[src/rtl/rlt_pkg.sv]
package rlt_pkg;

	// Reset values
	localparam logic [7:0]  RLT_COUNT_RST  = 8'h00;
	localparam logic [7:0]  RLT_RELOAD_RST = 8'h00;
	// Core clock prescaler: divide by 12
	localparam int          RLT_PRESCALE   = 12;
	localparam logic [3:0]  RLT_PRE_LAST   = 4'(RLT_PRESCALE - 1);
	// External oscillator divide by 8: edge counter phases
	localparam logic [2:0]  RLT_EXT_RISE   = 3'h3;
	localparam logic [2:0]  RLT_EXT_FALL   = 3'h7;
	// Wrap points
	localparam logic [7:0]  RLT_BYTE_MAX   = 8'hFF;
	localparam logic [15:0] RLT_WORD_MAX   = 16'hFFFF;

	// Mode and control bits, held by the owner of the control registers
	typedef struct packed {
		logic split_mode_select;
		logic high_run_control;
		logic low_byte_irq_enable;
		logic capture_enable;
		logic external_select;
		logic high_clock_select;
		logic low_clock_select;
		logic timer_irq_enable;
	} rlt_ctrl_s;

	// Software write strobes with one shared data byte
	typedef struct packed {
		logic       count_low_wr;
		logic       count_high_wr;
		logic       reload_low_wr;
		logic       reload_high_wr;
		logic       flags_wr;
		logic [7:0] data;
	} rlt_wr_s;

	// Flag write data bit positions
	localparam int RLT_FLAG_HIGH_BIT = 7;
	localparam int RLT_FLAG_LOW_BIT  = 6;

endpackage

[src/rtl/rlt_timer.sv]
// What this block does
// - Two count bytes form one timer; split bit picks 16-bit or dual 8-bit.
// - Tick source is core clock, core clock over 12, or oscillator over 8.
// - Oscillator is synchronised to the core clock before it counts.
// - 16-bit wrap from FFFF loads the reload word and sets high flag.
// - 16-bit mode interrupts on every overflow when interrupts are enabled.
// - 16-bit mode also interrupts on low byte wrap when its enable is set.
// - Split mode: each byte reloads from its own reload byte on wrap.
// - Split mode: run bit gates only the high byte; low byte always runs.
// - Clock select 1 picks core clock; else external select picks source.
// - Split mode: each byte's wrap sets its own overflow flag.
// - Split mode interrupts on high wrap, or either wrap with low enable.
// - Flags stay set until software writes them to zero.
// - Capture mode: low byte (and so the 16-bit count) counts core clock or core clock over 12 only.
// - Capture copies the count into the reload bytes and sets high flag.
// - Capture event is each falling edge of oscillator over 8.
// - Capture enable bit 1 turns capture mode on, 0 turns it off.
`timescale 1ns/1ns
module rlt_timer
	import rlt_pkg::*;
(
	// Clock, reset, enable
	input  wire logic       CLOCK_IN,
	input  wire logic       RST_B_IN,
	input  wire logic       CLK_EN_IN,
	// Control bits and software writes
	input  wire rlt_ctrl_s  CTRL_IN,
	input  wire rlt_wr_s    WR_IN,
	// External oscillator
	input  wire logic       EXT_OSC_IN,
	// State
	output logic [7:0]      COUNT_LOW_OUT,
	output logic [7:0]      COUNT_HIGH_OUT,
	output logic [7:0]      RELOAD_LOW_OUT,
	output logic [7:0]      RELOAD_HIGH_OUT,
	output logic            HIGH_OVERFLOW_FLAG_OUT,
	output logic            LOW_OVERFLOW_FLAG_OUT,
	output logic            IRQ_OUT
);

	logic       osc_meta_q;
	logic       osc_sync_q;
	logic       osc_prev_q;
	logic [2:0] ext_cnt_q;
	logic [3:0] pre_cnt_q;
	logic [7:0] cnt_l_q;
	logic [7:0] cnt_h_q;
	logic [7:0] rld_l_q;
	logic [7:0] rld_h_q;
	logic       flag_h_q;
	logic       flag_l_q;
	logic       irq_q;

	logic       osc_rise;
	logic       ext_tick;
	logic       cap_evt;
	logic       pre_tick;
	logic       src_tick;
	logic       tick_l;
	logic       tick_h;
	logic       inc_l;
	logic       inc_h;
	logic       wrap_l;
	logic       wrap_h;
	logic [7:0] cnt_l_d;
	logic [7:0] cnt_h_d;
	logic       flag_h_d;
	logic       flag_l_d;

	// Oscillator synchroniser and edge detect
	always_ff @(posedge CLOCK_IN)
	begin
		if (!RST_B_IN)
		begin
			osc_meta_q <= 1'b0;
			osc_sync_q <= 1'b0;
			osc_prev_q <= 1'b0;
		end
		else if (CLK_EN_IN)
		begin
			osc_meta_q <= EXT_OSC_IN;
			osc_sync_q <= osc_meta_q;
			osc_prev_q <= osc_sync_q;
		end
	end

	assign osc_rise = osc_sync_q & ~osc_prev_q;

	// Divide by 8: bit 2 of the edge counter is the divided clock
	always_ff @(posedge CLOCK_IN)
	begin
		if (!RST_B_IN)
			ext_cnt_q <= 3'h0;
		else if (CLK_EN_IN && osc_rise)
			ext_cnt_q <= ext_cnt_q + 3'h1;
	end

	assign ext_tick = osc_rise && (ext_cnt_q == RLT_EXT_RISE);
	assign cap_evt  = CTRL_IN.capture_enable && osc_rise
		&& (ext_cnt_q == RLT_EXT_FALL);

	// Core clock prescaler
	always_ff @(posedge CLOCK_IN)
	begin
		if (!RST_B_IN)
			pre_cnt_q <= 4'h0;
		else if (CLK_EN_IN)
			pre_cnt_q <= pre_tick ? 4'h0 : pre_cnt_q + 4'h1;
	end

	assign pre_tick = (pre_cnt_q == RLT_PRE_LAST);

	// Tick selection per byte
	always_comb
	begin
		src_tick = CTRL_IN.external_select ? ext_tick : pre_tick;
		if (CTRL_IN.capture_enable)
			tick_l = CTRL_IN.low_clock_select | pre_tick;
		else
			tick_l = CTRL_IN.low_clock_select | src_tick;
		tick_h = CTRL_IN.high_clock_select | src_tick;
	end

	// Counting and auto-reload
	always_comb
	begin
		wrap_l   = 1'b0;
		wrap_h   = 1'b0;
		cnt_l_d  = cnt_l_q;
		cnt_h_d  = cnt_h_q;
		if (CTRL_IN.split_mode_select)
		begin
			inc_l = tick_l;
			inc_h = tick_h && CTRL_IN.high_run_control;
			if (inc_l)
			begin
				wrap_l  = (cnt_l_q == RLT_BYTE_MAX);
				cnt_l_d = wrap_l ? rld_l_q : cnt_l_q + 8'h01;
			end
			if (inc_h)
			begin
				wrap_h  = (cnt_h_q == RLT_BYTE_MAX);
				cnt_h_d = wrap_h ? rld_h_q : cnt_h_q + 8'h01;
			end
		end
		else
		begin
			inc_l = tick_l && CTRL_IN.high_run_control;
			inc_h = inc_l;
			if (inc_l)
			begin
				wrap_l = (cnt_l_q == RLT_BYTE_MAX);
				wrap_h = ({cnt_h_q, cnt_l_q} == RLT_WORD_MAX);
				{cnt_h_d, cnt_l_d} = wrap_h ? {rld_h_q, rld_l_q}
					: {cnt_h_q, cnt_l_q} + 16'h0001;
			end
		end
		if (WR_IN.count_low_wr)
			cnt_l_d = WR_IN.data;
		if (WR_IN.count_high_wr)
			cnt_h_d = WR_IN.data;
	end

	always_ff @(posedge CLOCK_IN)
	begin
		if (!RST_B_IN)
		begin
			cnt_l_q <= RLT_COUNT_RST;
			cnt_h_q <= RLT_COUNT_RST;
		end
		else if (CLK_EN_IN)
		begin
			cnt_l_q <= cnt_l_d;
			cnt_h_q <= cnt_h_d;
		end
	end

	// Reload bytes; capture wins over software
	always_ff @(posedge CLOCK_IN)
	begin
		if (!RST_B_IN)
		begin
			rld_l_q <= RLT_RELOAD_RST;
			rld_h_q <= RLT_RELOAD_RST;
		end
		else if (CLK_EN_IN)
		begin
			if (cap_evt)
			begin
				rld_l_q <= cnt_l_q;
				rld_h_q <= cnt_h_q;
			end
			else
			begin
				if (WR_IN.reload_low_wr)
					rld_l_q <= WR_IN.data;
				if (WR_IN.reload_high_wr)
					rld_h_q <= WR_IN.data;
			end
		end
	end

	// Sticky flags: hardware set beats software clear
	always_comb
	begin
		flag_h_d = flag_h_q;
		flag_l_d = flag_l_q;
		if (WR_IN.flags_wr)
		begin
			flag_h_d = WR_IN.data[RLT_FLAG_HIGH_BIT];
			flag_l_d = WR_IN.data[RLT_FLAG_LOW_BIT];
		end
		if (wrap_h || cap_evt)
			flag_h_d = 1'b1;
		if (wrap_l)
			flag_l_d = 1'b1;
	end

	always_ff @(posedge CLOCK_IN)
	begin
		if (!RST_B_IN)
		begin
			flag_h_q <= 1'b0;
			flag_l_q <= 1'b0;
		end
		else if (CLK_EN_IN)
		begin
			flag_h_q <= flag_h_d;
			flag_l_q <= flag_l_d;
		end
	end

	// Interrupt request level
	always_ff @(posedge CLOCK_IN)
	begin
		if (!RST_B_IN)
			irq_q <= 1'b0;
		else if (CLK_EN_IN)
			irq_q <= CTRL_IN.timer_irq_enable && (flag_h_d
				|| (CTRL_IN.low_byte_irq_enable && flag_l_d));
	end

	assign COUNT_LOW_OUT          = cnt_l_q;
	assign COUNT_HIGH_OUT         = cnt_h_q;
	assign RELOAD_LOW_OUT         = rld_l_q;
	assign RELOAD_HIGH_OUT        = rld_h_q;
	assign HIGH_OVERFLOW_FLAG_OUT = flag_h_q;
	assign LOW_OVERFLOW_FLAG_OUT  = flag_l_q;
	assign IRQ_OUT                = irq_q;

	logic no_wr;
	assign no_wr = !(WR_IN.count_low_wr || WR_IN.count_high_wr
		|| WR_IN.reload_low_wr || WR_IN.reload_high_wr || WR_IN.flags_wr);
endmodule

[config.mk]
export PLATFORM = sky130hd
export DESIGN_NAME = rlt_timer
export DESIGN_NICKNAME = d
export VERILOG_FILES = /design/src/rtl/rlt_pkg.sv /design/src/rtl/rlt_timer.sv
export SDC_FILE = /design/constraint.sdc
export NUM_CORES = 1
export LEC_CHECK = 0
export BUFFER_PORTS_ARGS = -buffer_cell sky130_fd_sc_hd__buf_2
export CAP_MARGIN = 20
export CORE_ASPECT_RATIO = 1.4
export CORE_MARGIN = 4
export CORE_UTILIZATION = 49
export CTS_BUF_LIST = sky130_fd_sc_hd__clkbuf_2 sky130_fd_sc_hd__clkbuf_4 sky130_fd_sc_hd__clkbuf_8
export CTS_CLUSTER_DIAMETER = 40
export DETAILED_ROUTE_END_ITERATION = 8
export PLACE_DENSITY = 0.79
export SLEW_MARGIN = 25
export SYNTH_ARGS = -nofsm -noshare
export SYNTH_HDL_FRONTEND = slang
export SYNTH_SLANG_ARGS = --single-unit
[constraint.sdc]
create_clock -name CLOCK_IN -period 1.85 [get_ports CLOCK_IN]
set_input_delay 0.2775 -clock CLOCK_IN [delete_from_list [all_inputs] [get_ports CLOCK_IN]]
set_output_delay 0.2775 -clock CLOCK_IN [all_outputs]
set_load 0.005 [all_outputs]
# Yosys cells after proc, flatten, opt, wreduce, memory -nomap -nowiden
# Cells that the tools add are included.
[word_totals] ramBits=0 latch_bits=0 rom_bits=0 memories=0 out_inout_bits=35 regBits=45
[op_classes] shift=0 order_cmp=0 n_mul=0 n_div=0 n_eq_ne=8 reduce_logical=18 addsub=5 bitwise_logic=5 n_mux=28
[ops] op="two-way mux 8 bit" n=14
[ops] op="adder 16 x 1 -> 16 bit (second input constant)" n=1
[ops] op="adder 8 x 1 -> 8 bit (second input constant)" n=2
[ops] op="== test 16 bit (second input constant)" n=1
[ops] op="== test 8 bit (second input constant)" n=2
[ops] op="two-way mux 16 bit" n=1
[ops] op="two-way mux 1 bit" n=12
[ops] op="logical AND 1 bit" n=8
[ops] op="inequality test 3 x 1 -> 1 bit (second input constant)" n=2
[ops] op="AND reduction 3 bit" n=2
[ops] op="nonzero test 3 bit" n=2
[ops] op="adder 4 x 1 -> 4 bit (second input constant)" n=1
[ops] op="== test 4 bit (second input constant)" n=1
[ops] op="two-way mux 4 bit" n=1
[ops] op="AND reduction 2 bit" n=2
[ops] op="nonzero test 2 bit" n=2
[ops] op="adder 3 x 1 -> 3 bit (second input constant)" n=1
[ops] op="== test 3 x 2 -> 1 bit (second input constant)" n=1
[ops] op="== test 3 bit (second input constant)" n=1
[ops] op="bitwise OR 1 bit" n=3
[ops] op="logical OR 1 bit" n=2
[ops] op="AND 1 bit" n=1
[ops] op="inverter 1 bit" n=1

# Depth between registers and ports, before layout
# Gate-level depths: netlist of the first run.
[logic_depth] word_depth=13 ltp_mapped=9 mapped_depth_nobuf=8

# Worst setup path before layout of the first run
# OpenSTA, ideal clock, no wires.
[synth_timing] path_kind="register to register" start="register cnt_l_q[0] (netlist: COUNT_LOW_OUT[0])" end="register cnt_h_q[4] (netlist: COUNT_HIGH_OUT[4])" arrival_ns=1.776 stages_incl_launch_ff=8 t_required_ns=1.724 slack_ns=-0.052 setup_time_ns=0.126 path_cell_list="dfxtp_1 ha_1 nand3_1 o21ai_1 nand4_1 xnor2_1 a311oi_1 o22ai_1"
[synth_via] elab_chain_len=5 word_cells_on_any_way=6 cone_classes="1 x add/sub; 1 x eq/ne; 4 x mux"
[synth_rtl] element="start, declared" line_no="rlt_timer.sv:46" source="logic [7:0] cnt_l_q;"
[synth_rtl] element="start signal, assigned" line_no="rlt_timer.sv:173" source="cnt_l_q <= cnt_l_d;"
[synth_rtl] element="adder 16 x 1 -> 16 bit / == test 16 bit (equally long branches)" line_no="rlt_timer.sv:155, rlt_timer.sv:153"
[synth_rtl] element="two-way mux 16 bit (*)" line_no="rlt_timer.sv:154" source="{cnt_h_d, cnt_l_d} = wrap_h ? {rld_h_q, rld_l_q}"
[synth_rtl] element="two-way mux 8 bit (*)" line_no="rlt_timer.sv:150" source="if (inc_l)"
[synth_rtl] element="two-way mux 8 bit (*)" line_no="rlt_timer.sv:131" source="if (CTRL_IN.split_mode_select)"
[synth_rtl] element="two-way mux 8 bit (*)" line_no="rlt_timer.sv:160" source="if (WR_IN.count_high_wr)"
[synth_rtl] element="end signal, assigned" line_no="rlt_timer.sv:174" source="cnt_h_q <= cnt_h_d;"
[synth_rtl] element="end, declared" line_no="rlt_timer.sv:47" source="logic [7:0] cnt_h_q;"
# Every way passes the cells marked *; elsewhere a longest branch is shown, timed or not. The select of a mux whose other input is x is not followed.
# A chain may end at the register's enable or synchronous reset.

# Worst setup path in the final report of the first run
[layout_timing] start="register ext_cnt_q[1]" end="register irq_q (netlist: IRQ_OUT)"
[layout_via] elab_chain_len=12 word_cells_on_any_way=22 cone_classes="2 x eq/ne; 10 x mux; 2 x bitwise; 8 x reduce/logical"
[layout_rtl] element="start, declared" line_no="rlt_timer.sv:44" source="logic [2:0] ext_cnt_q;"
[layout_rtl] element="start signal, assigned" line_no="rlt_timer.sv:95" source="ext_cnt_q <= ext_cnt_q + 3'h1;"
[layout_rtl] element="== test 3 x 2 -> 1 bit" line_no="rlt_timer.sv:98" source="assign ext_tick = osc_rise && (ext_cnt_q == RLT_EXT_RISE);"
[layout_rtl] element="logical AND 1 bit" line_no="rlt_timer.sv:98"
[layout_rtl] element="two-way mux 1 bit" line_no="rlt_timer.sv:116" source="src_tick = CTRL_IN.external_select ? ext_tick : pre_tick;"
[layout_rtl] element="bitwise OR 1 bit" line_no="rlt_timer.sv:120" source="tick_l = CTRL_IN.low_clock_select | src_tick;"
[layout_rtl] element="two-way mux 1 bit" line_no="rlt_timer.sv:117" source="if (CTRL_IN.capture_enable)"
[layout_rtl] element="logical AND 1 bit" line_no="rlt_timer.sv:148" source="inc_l = tick_l && CTRL_IN.high_run_control;"
[layout_rtl] element="two-way mux 1 bit" line_no="rlt_timer.sv:150"
[layout_rtl] element="two-way mux 1 bit" line_no="rlt_timer.sv:131"
[layout_rtl] element="logical OR 1 bit / two-way mux 1 bit (equally long branches)" line_no="rlt_timer.sv:213, rlt_timer.sv:215"
[layout_rtl] element="two-way mux 1 bit / logical AND 1 bit (equally long branches)" line_no="rlt_timer.sv:213, rlt_timer.sv:240"
[layout_rtl] element="logical OR 1 bit (*)" line_no="rlt_timer.sv:240" source="|| (CTRL_IN.low_byte_irq_enable && flag_l_d));"
[layout_rtl] element="logical AND 1 bit (*)" line_no="rlt_timer.sv:239" source="irq_q <= CTRL_IN.timer_irq_enable && (flag_h_d"
[layout_rtl] element="end signal, assigned" line_no="rlt_timer.sv:239"
[layout_rtl] element="end, declared" line_no="rlt_timer.sv:52" source="logic irq_q;"
# Every way passes the cells marked *; elsewhere a longest branch is shown, timed or not.

==> impl_metrics.json, run 1 <==
{
  "ir_worst_vdd_mv": 0.357,
  "clk_pin_slew_worst_paths_ns": 0.09,
  "critPathArrivalTime_ns": 2.11,
  "ys_seq_area_share_pct": 31.8,
  "io_pins": 60,
  "worstSetupStartpointType": "register",
  "stdcell_count": 492,
  "critPathBufInv": 0,
  "yosysMostFrequentCell": "dfxtp_1",
  "initial_core_util_pct": 50.9,
  "routabilityCongestion": 0.918,
  "p_int_mw": 1.59,
  "drtAntennaViolNets": 0,
  "powerDensity_nw_per_um2": 617,
  "seq_power_share_pct": 48.0,
  "dieArea_sq_um": 7070,
  "grt_max_degree": 33,
  "cap_violations": 0,
  "critical_path_peak_fanout": 4,
  "violations": "negative setup slack",
  "cp_slowest_cell": "or3b_4",
  "drc": 0,
  "n_antenna_cell": 0,
  "cts.path.max_buffers": 2,
  "place_inst": 481,
  "cts_buffers": 5,
  "outcome": "finished, violations left",
  "ys_ff_latch": 45,
  "grt_first_pass_wirelength_mm": 14.0,
  "syn_nets": 374,
  "pre_cts_ws_ns": -0.205,
  "yosysWarningCount": 0,
  "wire_per_inst_um": 17.9,
  "yosys.area.top_type": "dfxtp_1",
  "drt_iter0_markers": 247,
  "syn_to_final_growth_pct": 28.8,
  "hold_start": "EXT_OSC_IN",
  "grt_use_total_pct": 24.4,
  "power_frac_comb_pct": 21.7,
  "drive_gt1_share_pct": 33.7,
  "path_cells": "ha_4, ha_4, nand3b_1, mux2i_2, o22a_2, a221oi_2, or3b_4, o211ai_1",
  "wl_mm": 8.81,
  "critPathKind": "reg2reg",
  "hold_buffers": 0,
  "cp_common_cell": "ha_4",
  "synth.avg_cell_area_sq_um": 8.25,
  "fp.dieH_um": 97.9,
  "dr.pass1.iters": 5,
  "fin_hold_ws_ns": 0.241,
  "fmax_ghz": 0.530,
  "synthArstFlopShare_pct": 0,
  "fin_crit_sh_pct": 102,
  "clock-sinks": 45,
  "synth_ff_type": "dfxtp_1",
  "antenna_found_initial": 0,
  "core_area_sq_um": 5570,
  "grt_remaining_overflow": 0,
  "cts_root_buffer": "clkbuf_8",
  "viasPerCell": 6.19,
  "cp.required_ns": 2.07,
  "slew_viol_final": 0,
  "skew_ns": 0.00690,
  "grt_pass1_vias": 2911,
  "hold_violations": 0,
  "power.leakage_nw": 1.74,
  "num_rows": 32,
  "crit_path_max_incr_delay_ns": 0.39,
  "layout_setup_ws_ns": -0.0361,
  "swShare_pct": 29.3,
  "synth_area_leaders": "dfxtp_1 (32%), o211a_1 (6.7%), nand2_1 (5.6%)",
  "critPathCaptureType": "register",
  "cts_htree_levels": 2,
  "setup_viol": 11,
  "synth.distinct_cells": 62,
  "synth_area_sq_um": 2830,
  "synth-edff-count": 0,
  "relSlewSlack_pct": 72.0,
  "nets": 454,
  "reg2reg_from": "ext_cnt_q[1]",
  "synth.top_cell.area_share_pct": 31.8,
  "power_frac_clock_pct": 30.4,
  "cts_tree": "yes",
  "worst_slew_pin_slew_ns": 0.420,
  "rsz0062_at_grt": "yes",
  "worstSetupStartpoint": "ext_cnt_q[1]",
  "vias": 3046,
  "critPathTopFamily": "simple AND/OR/NAND/NOR gates",
  "hp-class": "in2reg",
  "die_w_um": 72.2,
  "dp_hpwl_mm": 6.10,
  "ys_top_cells_by_count": "dfxtp_1 (45), nand2_1 (42), a21oi_1 (31)",
  "fin_crit_ns": 1.89,
  "synth_cells": 343,
  "worstSkewPairLatency_ns": 0.30,
  "power.total_mw": 2.25,
  "power.switching_mw": 0.659,
  "portBuffers": 59
}
==> area by class of cell <==
class	instances	area, sq um
clock buffer	7	96.3
timing repair buffer	97	613
tap	68	85.1
clock inverter	1	5.00
fill	448	1920
inverter	4	15.0
multi-input combinational	270	1930
sequential	45	903
==> power groups by stage <==
stage,Sequential (mW),Combinational [mW],Clock [mW]
4_1_cts,1.08,0.463,0.689
5_1_grt,1.09,0.531,0.732
6_report,1.08,0.487,0.683
2_1_floorplan,1.11,0.241,0
3_3_place_gp,1.10,0.438,0
3_5_place_dp,1.10,0.445,0
==> registers in the layout (all words and copies together) (netlist names), 3 cells and up <==
register,count
ext_cnt_q,3
COUNT_LOW_OUT,8
COUNT_HIGH_OUT,8
pre_cnt_q,4
RELOAD_HIGH_OUT,8
RELOAD_LOW_OUT,8
==> through the flow <==
stage	setup TNS [ns]	utilization (%)	cell area, sq um
floorplan	0	-	2840
global placement	-0.358	60.8	3390
detailed placement	-1.72	60.8	3390
CTS	0	63.9	3560
global route	-1.16	65.5	3640
finish	-0.144	65.5	3640
==> path summary, 6_finish.rpt <==
path | end | slack (ns) | cells after the start
worst max-delay path | IRQ_OUT | -0.04 | 8
worst min-delay path | osc_meta_q | 0.24 | 3
worst max register to register | IRQ_OUT | -0.04 | 8
worst min register to register | LOW_OVERFLOW_FLAG_OUT | 0.47 | 2
==> kinds of logic after synthesis <==
logic type / after synthesis / synth area share (%)
xor gates and xnor gates: 14 / 4.33
DFF: 45 / 31.8
and+or+nand+nor: 123 / 23.5
buffers and inverters: 29 / 4.91
muxes: 9 / 3.23
AOI/OAI and AO/OA: 117 / 29.6
adders and majority gates: 6 / 2.65
==> worst reg2reg max path, cell delays in order (launching register included) <==
cell      delay [ns]
dfxtp_2         0.36
ha_4            0.15
ha_4            0.11
nand3b_1        0.12
mux2i_2         0.26
o22a_2          0.26
a221oi_2        0.07
or3b_4          0.39
o211ai_1        0.08
==> per-layer routing <==
metal,up-vias,wire [um],track usage [%]
met3,32,620,4.02
met1,1429,3470,29.4
met4,0,265,9.84
met2,167,4450,42.1
met5,-,0,0
li1,1418,-,-
==> what timing repair did <==
item                                    4_1_cts  5_1_grt
setup buffers                                 1        1
pin swaps                                     6        5
gates resized for setup                      13       19
endpoints found under the setup margin       12       26
cloned                                        1        0
==> cell usage in the layout (no fill, tap or decap), types with 4 or more instances in the layout <==
cell,instances
o22ai_1,5
nand2_1,42
nand2b_1,6
o211a_1,18
a211oi_1,4
inv_1,4
dfxtp_1,43
ha_1,4
xnor2_1,8
xor2_1,6
clkbuf_8,7
nor2_1,7
o21ai_2,4
buf_2,59
nor3_1,4
a21oi_1,31
o21ai_0,13
nor2b_1,14
nand3_1,17
buf_4,34
nand4_1,5
and2_1,5
mux2i_1,7
a31oi_1,4
and3_1,5
o21ai_1,5
Power figures use the tool's default switching activity.
==> inputs of run 2 (changes only) <==
Settings changed: SKIP_LAST_GASP set to 1.
==> impl_metrics.json, run 2 (synthesis gave the netlist of run 1 again) <==
{
  "cts_root_buffer": "clkbuf_8",
  "dp_hpwl_mm": 6.10,
  "power_frac_comb_pct": 21.6,
  "wl_met2_mm": 4.44,
  "seq_power_share_pct": 48.0,
  "clk_pin_slew_worst_paths_ns": 0.09,
  "hold_buffers": 0,
  "worstSkewPairLatency_ns": 0.30,
  "dieArea_sq_um": 7070,
  "critPathCaptureType": "register",
  "fmax_ghz": 0.530,
  "cts.path.max_buffers": 2,
  "drt-met1-wl_mm": 3.45,
  "antenna_found_initial": 0,
  "wire_per_inst_um": 17.8,
  "drc": 0,
  "cp_common_cell": "ha_4",
  "viasPerCell": 6.13,
  "drtAntennaViolNets": 0,
  "slew_viol_final": 0,
  "crit_path_max_incr_delay_ns": 0.35,
  "critPathArrivalTime_ns": 2.07,
  "hold_violations": 0,
  "critical_path_peak_fanout": 4,
  "power.leakage_nw": 1.72,
  "vias": 3018,
  "final_common_cell": "buf_2",
  "cap_violations": 0,
  "grt_remaining_overflow": 0,
  "p_int_mw": 1.59,
  "core_area_sq_um": 5570,
  "cp.required_ns": 2.03,
  "fill_cells": 451,
  "skew_ns": 0.00731,
  "initial_core_util_pct": 50.9,
  "cts_buffers": 5,
  "top_layer_used": "met4",
  "place_inst": 481,
  "routabilityCongestion": 0.918,
  "swShare_pct": 29.2,
  "outcome": "finished, violations left",
  "worst_slew_pin_slew_ns": 0.431,
  "wl_mm": 8.74,
  "grt_pass1_vias": 2911,
  "fin_crit_sh_pct": 102,
  "critPathKind": "reg2reg",
  "worstSetupStartpointType": "register",
  "fin_hold_ws_ns": 0.243,
  "power_frac_clock_pct": 30.4,
  "powerDensity_nw_per_um2": 619,
  "pre_cts_ws_ns": -0.205,
  "rsz0062_at_grt": "yes",
  "n_antenna_cell": 0,
  "portBuffers": 59,
  "grt_use_total_pct": 24.4,
  "path_cells": "ha_4, ha_4, nand3b_1, mux2i_2, o22a_2, buf_4, o21a_4, o221ai_1, a31oi_1",
  "dr.pass1.iters": 5,
  "stdcell_count": 492,
  "hp-class": "in2reg",
  "cp_slowest_cell": "dfxtp_2",
  "drive_gt1_share_pct": 33.5,
  "layout_setup_ws_ns": -0.0377,
  "fin_crit_ns": 1.89,
  "ir_worst_vdd_mv": 0.356,
  "violations": "negative setup slack",
  "setup_viol": 8,
  "critPathTopFamily": "compound AO/OA/AOI/OAI gates",
  "cts_htree_levels": 2,
  "clock-sinks": 45,
  "routed-wl-met3_um": 595,
  "drt_iter0_markers": 262,
  "critPathBufInv": 1,
  "grt_first_pass_wirelength_mm": 14.0,
  "cts_tree": "yes",
  "power.switching_mw": 0.656,
  "io_pins": 60,
  "syn_to_final_growth_pct": 28.3,
  "relSlewSlack_pct": 71.3,
  "grt_max_degree": 33,
  "mostFrequentLayoutCells": "buf_2 (59), dfxtp_1 (43), nand2_1 (42)",
  "die_w_um": 72.2,
  "num_rows": 32,
  "nets": 454,
  "fp.dieH_um": 97.9
}
run 2: cell counts in the layout (fill, tap and decap cells not counted):
No cell type changed its count.
run 2: cell type report:
class | count | area (sq um) | share of cell area, %
flip-flops and latches | 45 | 903 | 24.9
clock inverters | 1 | 5.00 | 0.138
inverters | 4 | 15.0 | 0.414
multi-input cells | 270 | 1910 | 52.7
well taps | 68 | 85.1 | 2.34
repair buffers | 97 | 613 | 16.9
clock buffers | 7 | 96.3 | 2.65
run 2: worst paths after layout:
check                           to  slack [ns]  cells past startpoint             startpoint
max               COUNT_LOW_OUT[0]       -0.04                      9           ext_cnt_q[1]
min                     osc_meta_q        0.24                      3             EXT_OSC_IN
max reg2reg       COUNT_LOW_OUT[0]       -0.04                      9           ext_cnt_q[1]
min reg2reg  LOW_OVERFLOW_FLAG_OUT        0.47                      2  LOW_OVERFLOW_FLAG_OUT
run 2: what timing repair did:
item / CTS / global route
setup endpoints to repair: 12 / 26
hold endpoints to repair: 0 / 0
resized for setup: 13 / 17
buffers inserted: 1 / 1
gates cloned: 1 / 0
pin swaps: 6 / 5
run 2: worst reg2reg max path, stage by stage, from the launching register on:
cell and delay (ns):
dfxtp_2 0.35, ha_4 0.17, ha_4 0.14, nand3b_1 0.13
mux2i_2 0.12, o22a_2 0.27, buf_4 0.16, o21a_4 0.21
o221ai_1 0.17, a31oi_1 0.06
run 2: per-layer routing:
metal  track usage (%)  vias up
met5                 0        -
met2              42.1      145
met3              4.02       26
met1              29.4     1428
li1                  -     1419
met4              9.84        0
run 2: power groups by stage:
stage	clock, mW	combinational (mW)	sequential, mW
5_1_grt	0.732	0.529	1.09
2_1_floorplan	0	0.241	1.11
3_3_place_gp	0	0.438	1.10
4_1_cts	0.689	0.463	1.08
6_report	0.684	0.485	1.08
3_5_place_dp	0	0.445	1.10
run 2: through the flow:
stage	TNS, ns	instance area (sq um)	util, %	total power, mW
floorplan	0	2840	-	1.35
global placement	-0.358	3390	60.8	1.53
detailed placement	-1.72	3390	60.8	1.54
CTS	0	3560	63.9	2.23
global route	-1.12	3630	65.2	2.35
finish	-0.137	3630	65.2	2.25
==> inputs of run 3 (changes only) <==
Settings changed: CORE_UTILIZATION 49 to 51, PLACE_DENSITY 0.79 to 0.81, REMOVE_ABC_BUFFERS set to 1.
==> impl_metrics.json, run 3 (synthesis gave the netlist of run 1 again) <==
{
  "outcome": "finished, violations left",
  "violations": "negative setup slack",
  "critPathKind": "reg2reg",
  "layout_setup_ws_ns": -0.0300,
  "path_cells": "ha_4, ha_4, nand3b_1, mux2i_1, o211a_1, buf_4, o31ai_1, o21ai_1, a21boi_1",
  "powerDensity_nw_per_um2": 611,
  "dieArea_sq_um": 6820,
  "rsz0062_at_grt": "yes",
  "fmax_ghz": 0.532,
  "fp.dieH_um": 96.1,
  "drtAntennaViolNets": 0,
  "dr.pass1.iters": 5,
  "cts_htree_levels": 2,
  "hold_start": "EXT_OSC_IN",
  "initial_core_util_pct": 53.7,
  "routabilityCongestion": 0.940,
  "hp-class": "in2reg",
  "cts.path.max_buffers": 2,
  "antenna_found_initial": 0,
  "vias": 3071,
  "placed_area_sq_um": 3370,
  "power_frac_clock_pct": 29.1,
  "cts_tree": "yes",
  "nets": 457,
  "worstSetupStartpoint": "ext_cnt_q[0]",
  "reg2reg_from": "ext_cnt_q[0]",
  "fill_cells": 437,
  "cts_root_buffer": "clkbuf_8",
  "dp_hpwl_mm": 5.99,
  "drt_iter0_markers": 297,
  "grt_pass1_vias": 2930,
  "swShare_pct": 29.0,
  "grt_use_total_pct": 25.6,
  "drc": 0,
  "power.total_mw": 2.20,
  "critPathTopFamily": "compound AO/OA/AOI/OAI gates",
  "stdcell_count": 492,
  "fin_crit_sh_pct": 102,
  "critPathCaptureType": "register",
  "grt_remaining_overflow": 0,
  "cp.required_ns": 2.08,
  "clock-sinks": 45,
  "fin_util_pct": 68.2,
  "cp_common_cell": "ha_4",
  "power.switching_mw": 0.637,
  "final_common_cell": "buf_2",
  "grt_max_degree": 30,
  "stdcell_area_sq_um": 3600,
  "syn_to_final_growth_pct": 27.2,
  "ff2ff_setup_slack_ns": -0.03,
  "seqCellArea_sq_um": 906,
  "fin_crit_ns": 1.88,
  "multi_input_area_sq_um": 1890,
  "viasPerCell": 6.24,
  "portBuffers": 59,
  "power.leakage_nw": 1.73,
  "worstSetupStartpointType": "register",
  "cp_slowest_cell": "dfxtp_2",
  "clk_pin_slew_worst_paths_ns": 0.08,
  "hold_buffers": 0,
  "ir_worst_vdd_mv": 0.421,
  "wire_per_inst_um": 17.6,
  "grt_first_pass_wirelength_mm": 14.2,
  "core_area_sq_um": 5280,
  "wl_mm": 8.64,
  "crit_path_max_incr_delay_ns": 0.34,
  "relSlewSlack_pct": 65.7,
  "critPathArrivalTime_ns": 2.11,
  "n_antenna_cell": 0,
  "seq_power_share_pct": 48.9,
  "power_frac_comb_pct": 22.0,
  "slew_viol_final": 0,
  "cts_buffers": 5,
  "p_int_mw": 1.56,
  "hold_violations": 0,
  "setup_viol": 7,
  "place_inst": 479,
  "mostFrequentLayoutCells": "buf_2 (59), nand2_1 (42), dfxtp_1 (41)",
  "worstSkewPairLatency_ns": 0.29,
  "worst_slew_pin_slew_ns": 0.515,
  "io_pins": 60,
  "skew_ns": 0.00378,
  "pre_cts_ws_ns": -0.181,
  "critical_path_peak_fanout": 3,
  "num_rows": 31,
  "drive_gt1_share_pct": 33.6,
  "die_w_um": 71.0,
  "cap_violations": 0,
  "critPathBufInv": 1
}
run 3: what timing repair did:
item,in CTS,in global routing
gates resized for setup,14,15
pin swaps,6,7
cloned,1,0
setup endpoints to repair,9,34
buffers inserted,3,2
run 3: path summary, 6_finish.rpt:
check	cells past startpoint	endpoint
worst max-delay path	9	COUNT_HIGH_OUT[0]
worst max register to register	9	COUNT_HIGH_OUT[0]
worst min register to register	2	LOW_OVERFLOW_FLAG_OUT
worst min-delay path	3	osc_meta_q
run 3: tightest hold or removal path, cell delays in order:
cell and delay, ns:
buf_2 0.08, mux2i_1 0.05, nor2b_1 0.10
run 3: final cells by class:
| class | count | area share (%) |
|---|---|---|
| multi-input combinational | 270 | 52.4 |
| timing repair buffer | 100 | 17.2 |
| inverter | 4 | 0.417 |
| sequential | 45 | 25.2 |
| tap | 66 | 2.29 |
| clock buffer | 7 | 2.50 |
run 3: stage by stage:
| stage | hold WS (ns) | setup TNS, ns |
|---|---|---|
| after floorplan | 0.367 | -1.20 |
| after global placement | 0.454 | -0.290 |
| after detailed placement | 0.459 | -1.13 |
| after CTS | 0.252 | -0.00989 |
| after global routing | 0.264 | -1.00 |
| final | 0.250 | -0.0954 |
run 3: routing by layer:
metal | part of all wire (%) | global-route usage [%] | up-vias
li1 | - | - | 1424
met1 | 40 | 31.7 | 1461
met2 | 49 | 42.9 | 152
met3 | 7.2 | 4.28 | 34
met4 | 3.4 | 12.4 | 0
met5 | 0 | 0 | -
run 3: power by group through the flow:
| stage | sequential [mW] | combinational, mW | clock, mW |
|---|---|---|---|
| finish | 1.08 | 0.484 | 0.639 |
| global route | 1.08 | 0.528 | 0.692 |
| CTS | 1.07 | 0.468 | 0.639 |
| detailed placement | 1.10 | 0.449 | 0 |
| global placement | 1.09 | 0.439 | 0 |
| floorplan | 1.12 | 0.186 | 0 |
